==> src/common/gbc_regs.svh <==
`ifndef GBC_REGS_SVH
`define GBC_REGS_SVH

// register offsets
`define GBC_OFS_DIR      8'h17
`define GBC_OFS_DATA     8'h18
`define GBC_OFS_BUF1     8'h19
`define GBC_OFS_BUF2     8'h1A
`define GBC_OFS_C0_OFS_H 8'h1C
`define GBC_OFS_C0_OFS_M 8'h1D
`define GBC_OFS_C0_OFS_L 8'h1E
`define GBC_OFS_C0_GAN_H 8'h1F
`define GBC_OFS_C0_GAN_M 8'h20
`define GBC_OFS_C0_GAN_L 8'h21
`define GBC_OFS_C1_OFS_H 8'h22
`define GBC_OFS_C1_OFS_M 8'h23
`define GBC_OFS_C1_OFS_L 8'h24
`define GBC_OFS_C1_GAN_H 8'h25

// reset values
`define GBC_RST_ZERO 8'h00
`define GBC_RST_BUF1 8'h38
`define GBC_RST_BUF2 8'hC0

// write masks: the sampled pin field never stores
`define GBC_WMASK_ALL  8'hFF
`define GBC_WMASK_DATA 8'hC7

// field positions
`define GBC_PIN_COUNT    3
`define GBC_PIN_OUT_LSB  0
`define GBC_PIN_IN_LSB   3
`define GBC_BIT_POS_BUF  4
`define GBC_BIT_NEG_BUF  3
`define GBC_BIT_POS_PRE  7
`define GBC_BIT_NEG_PRE  6
`define GBC_BIT_AREG1_OD 2
`define GBC_BIT_AREG2_OD 1
`define GBC_BIT_DREG_OD  0

// cycles from a pin edge to the read field
`define GBC_SYNC_STAGES  2

`endif

==> src/common/gbc_pkg.sv <==
package gbc_pkg;
   typedef logic [7:0] gbc_byte_t;
   typedef logic [23:0] gbc_word_t;
   typedef enum logic [3:0] {
      IDX_DIR = 4'h0,
      IDX_DATA = 4'h1,
      IDX_BUF1 = 4'h2,
      IDX_BUF2 = 4'h3,
      IDX_C0_OFS_H = 4'h4,
      IDX_C0_OFS_M = 4'h5,
      IDX_C0_OFS_L = 4'h6,
      IDX_C0_GAN_H = 4'h7,
      IDX_C0_GAN_M = 4'h8,
      IDX_C0_GAN_L = 4'h9,
      IDX_C1_OFS_H = 4'hA,
      IDX_C1_OFS_M = 4'hB,
      IDX_C1_OFS_L = 4'hC,
      IDX_C1_GAN_H = 4'hD
   } gbc_reg_idx_t;
endpackage

==> src/design/gbc_byte_reg.sv <==
`timescale 1ns/100ps
`default_nettype none
module gbc_byte_reg #(
   parameter gbc_pkg::gbc_byte_t RST_VAL = 8'h00,
   parameter gbc_pkg::gbc_byte_t WR_MASK = 8'hFF
) (
   input wire logic clk_sys,
   input wire logic reset,
   input wire logic wr_en,
   input wire gbc_pkg::gbc_byte_t wr_data,
   output gbc_pkg::gbc_byte_t q
);
   gbc_pkg::gbc_byte_t byte_q;

   initial begin
      if ((RST_VAL & ~WR_MASK) != 8'h00) begin
         $error("reset value sets bits that can never be written");
      end
   end

   // masked-off bits keep their reset value forever
   always_ff @(posedge clk_sys) begin
      if (reset) begin
         byte_q <= RST_VAL;
      end else if (wr_en) begin
         byte_q <= (byte_q & ~WR_MASK) | (wr_data & WR_MASK);
      end
   end

   assign q = byte_q;
endmodule
`default_nettype wire

==> src/design/gbc_pin_sync.sv <==
`timescale 1ns/100ps
`default_nettype none
module gbc_pin_sync #(
   parameter int WIDTH = 3
) (
   input wire logic clk_sys,
   input wire logic reset,
   input wire logic [WIDTH-1:0] pin_in,
   output logic [WIDTH-1:0] pin_sync
);
   logic [WIDTH-1:0] meta_q;
   logic [WIDTH-1:0] sync_q;

   initial begin
      if (WIDTH < 1) begin
         $error("pin synchroniser needs at least one bit");
      end
   end

   // first stage feeds only the second stage
   always_ff @(posedge clk_sys) begin
      if (reset) begin
         meta_q <= '0;
         sync_q <= '0;
      end else begin
         meta_q <= pin_in;
         sync_q <= meta_q;
      end
   end

   assign pin_sync = sync_q;
endmodule
`default_nettype wire

==> src/design/gbc_regs_top.sv <==
// Implementation choice: the address-and-strobe port.
`timescale 1ns/100ps
`default_nettype none
`include "gbc_regs.svh"
module gbc_regs_top #(
   parameter int ADDR_W = 8,
   parameter int PINS = `GBC_PIN_COUNT
) (
   input wire logic clk_sys,
   input wire logic reset,
   input wire logic [ADDR_W-1:0] addr,
   input wire gbc_pkg::gbc_byte_t wr_data,
   input wire logic wr_en,
   input wire logic rd_en,
   output gbc_pkg::gbc_byte_t rd_data,
   input wire logic [PINS-1:0] gpio_in,
   output logic [PINS-1:0] gpio_out,
   output logic [PINS-1:0] gpio_oe,
   output logic pos_ref_buffer_on,
   output logic neg_ref_buffer_on,
   output logic pos_ref_precharge_on,
   output logic neg_ref_precharge_on,
   output logic analog_reg1_overdrive,
   output logic analog_reg2_overdrive,
   output logic digital_reg_overdrive,
   output gbc_pkg::gbc_word_t chan0_offset_word,
   output gbc_pkg::gbc_word_t chan0_gain_word,
   output gbc_pkg::gbc_word_t chan1_offset_word,
   output gbc_pkg::gbc_byte_t chan1_gain_word_top
);
   localparam int NREG = 14;

   localparam logic [ADDR_W-1:0] OFS [NREG] = '{
      ADDR_W'(`GBC_OFS_DIR), ADDR_W'(`GBC_OFS_DATA),
      ADDR_W'(`GBC_OFS_BUF1), ADDR_W'(`GBC_OFS_BUF2),
      ADDR_W'(`GBC_OFS_C0_OFS_H), ADDR_W'(`GBC_OFS_C0_OFS_M),
      ADDR_W'(`GBC_OFS_C0_OFS_L), ADDR_W'(`GBC_OFS_C0_GAN_H),
      ADDR_W'(`GBC_OFS_C0_GAN_M), ADDR_W'(`GBC_OFS_C0_GAN_L),
      ADDR_W'(`GBC_OFS_C1_OFS_H), ADDR_W'(`GBC_OFS_C1_OFS_M),
      ADDR_W'(`GBC_OFS_C1_OFS_L), ADDR_W'(`GBC_OFS_C1_GAN_H)
   };

   localparam gbc_pkg::gbc_byte_t RST [NREG] = '{
      `GBC_RST_ZERO, `GBC_RST_ZERO, `GBC_RST_BUF1, `GBC_RST_BUF2,
      `GBC_RST_ZERO, `GBC_RST_ZERO, `GBC_RST_ZERO, `GBC_RST_ZERO,
      `GBC_RST_ZERO, `GBC_RST_ZERO, `GBC_RST_ZERO, `GBC_RST_ZERO,
      `GBC_RST_ZERO, `GBC_RST_ZERO
   };

   localparam gbc_pkg::gbc_byte_t WMASK [NREG] = '{
      `GBC_WMASK_ALL, `GBC_WMASK_DATA, `GBC_WMASK_ALL, `GBC_WMASK_ALL,
      `GBC_WMASK_ALL, `GBC_WMASK_ALL, `GBC_WMASK_ALL, `GBC_WMASK_ALL,
      `GBC_WMASK_ALL, `GBC_WMASK_ALL, `GBC_WMASK_ALL, `GBC_WMASK_ALL,
      `GBC_WMASK_ALL, `GBC_WMASK_ALL
   };

   initial begin
      if (ADDR_W < 6) begin
         $error("address too narrow for offset 0x025");
      end
      if (PINS != `GBC_PIN_COUNT) begin
         $error("pin fields are fixed at three bits");
      end
   end

   gbc_pkg::gbc_byte_t reg_q [NREG];
   logic [NREG-1:0] hit_wr;
   logic [PINS-1:0] pin_sync;
   gbc_pkg::gbc_byte_t rd_mux;
   gbc_pkg::gbc_byte_t rd_data_q;

   // one byte register per offset; unmapped writes hit nothing
   for (genvar i = 0; i < NREG; i++) begin : g_reg
      assign hit_wr[i] = wr_en && (addr == OFS[i]);
      gbc_byte_reg #(
         .RST_VAL(RST[i]),
         .WR_MASK(WMASK[i])
      ) u_reg (
         .clk_sys(clk_sys),
         .reset(reset),
         .wr_en(hit_wr[i]),
         .wr_data(wr_data),
         .q(reg_q[i])
      );
   end

   // pins are asynchronous to clk_sys
   gbc_pin_sync #(
      .WIDTH(PINS)
   ) u_pin_sync (
      .clk_sys(clk_sys),
      .reset(reset),
      .pin_in(gpio_in),
      .pin_sync(pin_sync)
   );

   always_comb begin
      rd_mux = 8'h00;
      for (int i = 0; i < NREG; i++) begin
         if (addr == OFS[i]) begin
            rd_mux = reg_q[i];
         end
      end
      // sampled levels replace the never-stored bits
      if (addr == OFS[gbc_pkg::IDX_DATA]) begin
         rd_mux[`GBC_PIN_IN_LSB +: PINS] = pin_sync;
      end
   end

   // data stands only in the cycle after the read strobe
   always_ff @(posedge clk_sys) begin
      if (reset) begin
         rd_data_q <= 8'h00;
      end else if (rd_en) begin
         rd_data_q <= rd_mux;
      end else begin
         rd_data_q <= 8'h00;
      end
   end

   assign rd_data = rd_data_q;

   assign gpio_out = reg_q[gbc_pkg::IDX_DATA][`GBC_PIN_OUT_LSB +: PINS];
   assign gpio_oe = reg_q[gbc_pkg::IDX_DIR][PINS-1:0];

   assign pos_ref_buffer_on = reg_q[gbc_pkg::IDX_BUF1][`GBC_BIT_POS_BUF];
   assign neg_ref_buffer_on = reg_q[gbc_pkg::IDX_BUF1][`GBC_BIT_NEG_BUF];
   assign pos_ref_precharge_on = reg_q[gbc_pkg::IDX_BUF2][`GBC_BIT_POS_PRE];
   assign neg_ref_precharge_on = reg_q[gbc_pkg::IDX_BUF2][`GBC_BIT_NEG_PRE];
   assign analog_reg1_overdrive = reg_q[gbc_pkg::IDX_BUF2][`GBC_BIT_AREG1_OD];
   assign analog_reg2_overdrive = reg_q[gbc_pkg::IDX_BUF2][`GBC_BIT_AREG2_OD];
   assign digital_reg_overdrive = reg_q[gbc_pkg::IDX_BUF2][`GBC_BIT_DREG_OD];

   // calibration words are read whole by the filter; bytes land one write at a time
   assign chan0_offset_word = {reg_q[gbc_pkg::IDX_C0_OFS_H],
                               reg_q[gbc_pkg::IDX_C0_OFS_M],
                               reg_q[gbc_pkg::IDX_C0_OFS_L]};
   assign chan0_gain_word = {reg_q[gbc_pkg::IDX_C0_GAN_H],
                             reg_q[gbc_pkg::IDX_C0_GAN_M],
                             reg_q[gbc_pkg::IDX_C0_GAN_L]};
   assign chan1_offset_word = {reg_q[gbc_pkg::IDX_C1_OFS_H],
                               reg_q[gbc_pkg::IDX_C1_OFS_M],
                               reg_q[gbc_pkg::IDX_C1_OFS_L]};
   assign chan1_gain_word_top = reg_q[gbc_pkg::IDX_C1_GAN_H];

   // ---------------- checks ----------------
   // pin reads are only checkable once the synchroniser holds real samples
   logic [1:0] warm_q;

   always_ff @(posedge clk_sys) begin
      if (reset) begin
         warm_q <= 2'h0;
      end else if (warm_q != 2'h3) begin
         warm_q <= warm_q + 2'h1;
      end
   end

   logic wr_dir;
   logic wr_data_reg;
   logic wr_buf2;
   logic rd_data_reg;
   logic rd_buf1;

   assign wr_dir = wr_en && (addr == OFS[gbc_pkg::IDX_DIR]);
   assign wr_data_reg = wr_en && (addr == OFS[gbc_pkg::IDX_DATA]);
   assign wr_buf2 = wr_en && (addr == OFS[gbc_pkg::IDX_BUF2]);
   assign rd_data_reg = rd_en && (addr == OFS[gbc_pkg::IDX_DATA]);
   assign rd_buf1 = rd_en && (addr == OFS[gbc_pkg::IDX_BUF1]);

   // a read right at reset release cannot be issued, so track "not yet rewritten" instead
   logic buf1_clean_q;

   always_ff @(posedge clk_sys) begin
      if (reset) begin
         buf1_clean_q <= 1'b1;
      end else if (wr_en && (addr == OFS[gbc_pkg::IDX_BUF1])) begin
         buf1_clean_q <= 1'b0;
      end
   end
endmodule
`default_nettype wire

==> config.mk <==
export PLATFORM = sky130hd
export DESIGN_NAME = gbc_regs_top
export DESIGN_NICKNAME = d
export VERILOG_FILES = /design/src/common/gbc_pkg.sv /design/src/design/gbc_byte_reg.sv /design/src/design/gbc_pin_sync.sv /design/src/design/gbc_regs_top.sv
export VERILOG_INCLUDE_DIRS = /design/src /design/src/common
export SDC_FILE = /design/constraint.sdc
export NUM_CORES = 1
export LEC_CHECK = 0
export BUFFER_PORTS_ARGS = -buffer_cell sky130_fd_sc_hd__clkbuf_2
export CAP_MARGIN = 20
export CORE_AREA = 2 2 107 109
export DETAILED_ROUTE_END_ITERATION = 10
export DIE_AREA = 0 0 109 111
export PLACE_DENSITY = 0.9
export SYNTH_ARGS = -nofsm -noshare
export SYNTH_HDL_FRONTEND = slang
export SYNTH_HIERARCHICAL = 1
export SYNTH_SLANG_ARGS = --single-unit
==> constraint.sdc <==
create_clock -name clk_sys -period 1.92 [get_ports clk_sys]
set_input_delay 0.096 -clock clk_sys [delete_from_list [all_inputs] [get_ports clk_sys]]
set_output_delay 0.096 -clock clk_sys [all_outputs]
set_load 0.005 [all_outputs]
==> run metrics <==
Hold Crit Depth 3; H-tree levels 4; worst r2r src g_reg[6].u_reg/q[0]; Die Height 111 um; max-cap viol count 0; CP max stage delay 450 ps; clk_skew 5.36 ps; Multi-input gate area 2970 um2; FP Rows 39; FF-to-FF End rd_data[0]; Worst EP arrival 1960 ps; RSZ-0062 raised after global routing false; DRC Markers 0; largest net degree at the start of global routing 116; TritonCTS clock tree built; Clock Path Buffers 2; die width 109 um; power density over the cells 877 nW/um2; status complete, no violations; Starting Density 52.7%; critical path endpoint category flop; drt initial violations 462; DR vias 5268; Hold Startpoint rd_en; Crit path required time 2200 ps; worst skew pair latency 420 ps; routability cong. 1.03; Fin Hold WS 177 ps; Post-CTS Hold Fix Bufs 3; HP Class input port to flop; CTS-repair resized insts 0; Sequential Area 2460 um2; Setup Buffers After CTS 0; post-synthesis cell type count 66; final hold violation count 0; post-layout util 65.2%; Total Routing Usage GR 30.3%; routed len/inst 20.2 um; Antenna Violating Nets Remaining 0; DP HPWL 12.3 mm; most common library cell in the layout ignoring fill and taps nor2_1; Syn Area/Cell 9.56 um2; fmax 597 MHz; most frequent cells in the layout nor2_1 (125), dfxtp_1 (123), clkbuf_2 (122); DIE AREA 12100 um2; worst vdd ir 610 uV; Tcrit/Tclk final 87.2%; grt total ovfl 0; via-per-instance ratio 5.93; EDFF count, synth 0; Worst Hold Path EP rd_data[6]; fin nets 756; vias in the first global route 4811; CP Cell Sequence mux2i_1 -> or2_1 -> a32oi_1 -> a2111oi_0 -> a2111oi_1; kind of critical path flop to flop; Top FF cell, synth dfxtp_1; Cell Area, Synth 5840 um2; Worst-Margin Slew 490 ps; DRT Wirelength 17.9 mm; max reg flops 109; Filler Cell Count 909; area grow syn2layout 23.5%; clock buffer count from CTS 17; max-slew violations 0; initial antenna violation count 0; Clock Sinks 123; IO Count 124; worst reg-to-reg path cell count 5; post-synthesis sequential area ratio 42.2%; Diodes inserted 0; first-pass GRT wire length 27.7 mm; Max-slew headroom 66.5%; share of post-route cells with drive strength above 1 27.9%; Gate Count Post-Synth 611; port buffer count 123; CP max stage cell a2111oi_1; Root Buffer clkbuf_16; drt pass-1 iters 5; Period minus WS final 1670 ps; P_leak 2.83 nW; CP startpoint kind flop; Synth Register Bits 123; clk slew on worst S/H paths 60 ps; core region area 11100 um2; Post-synth ARST share 0%; CP max FO 4; Final setup violation count 0; YS warnings 6; reg2reg setup slack 250 ps
==> cells in the mapped netlist (all sizes together) (7+ instances only) <==
cell type / count / area share, %
a2111oi: 7 / 1.1
a21oi: 12 / 1.0
buf: 53 / 6.4
dfxtp: 123 / 42
mux2: 7 / 1.3
mux2i: 120 / 21
nand2: 19 / 1.3
nand3: 12 / 1.0
nor2: 125 / 8.0
nor2b: 18 / 2.2
nor3: 9 / 0.77
==> critical path, delay by kind of cell, from the launching register on <==
kind | cells | cell delay, ps
muxes | 1 | 100
and+or+nand+nor | 1 | 220
DFF | 1 | 430
AOI/OAI and AO/OA | 3 | 780
==> where the power goes <==
group | switching, W | internal, W | leakage [nW]
sequential | 0.00000516 | 0.00256 | 0.992
clock | 0.00121 | 0.00221 | 0.299
combinational | 0.000233 | 0.000114 | 1.54
total | 0.00144 | 0.00488 | 2.83
==> worst max-delay path by stage <==
stage,start,endpoint,slack [ps],depth (start not counted)
after floorplan,addr[7],g_reg[11].u_reg/q[0],370,8
final,g_reg[6].u_reg/q[0],rd_data[0],250,5
after CTS,g_reg[6].u_reg/q[1],rd_data[1],310,5
after detailed placement,addr[7],rd_data[0],-60,7
after global routing,g_reg[1].u_reg/q[1],rd_data[1],150,5
after global placement,addr[7],rd_data[0],20,7
==> cells by family after synthesis <==
logic type	share of synthesized area, %
other	0.0642
AOI/OAI and AO/OA	10.2
muxes	22.7
buffers and inverters	7.09
and+or+nand+nor	17.8
DFF	42.2
==> metrics by stage <==
stage	worst slack, ps	TNS, ps	total power, W	instance area, um2	cells
after floorplan	375	0	0.00281	5850	613
after global routing	146	0	0.00649	7220	889
after CTS	307	0	0.00634	7220	889
final	246	0	0.00633	7220	889
after detailed placement	-63.4	-63.4	0.00295	6550	854
after global placement	20.8	0	0.00295	6550	854
==> per-layer routing <==
metal | routed length, um | GRT usage [%]
met1 | 7590 | 40.9
met2 | 8310 | 46.5
met3 | 1510 | 7.00
met4 | 526 | 12.0
met5 | 0 | 0
==> final cells by class <==
class,count,share of cell area (%)
inverters,4,0.208
multi-input cells,427,41.2
well taps,143,2.48
flip-flops and latches,123,34.1
clock inverters,14,2.70
clock buffers,18,6.09
repair buffers,160,13.2
Note: power is estimated with default switching activity, not from simulation.
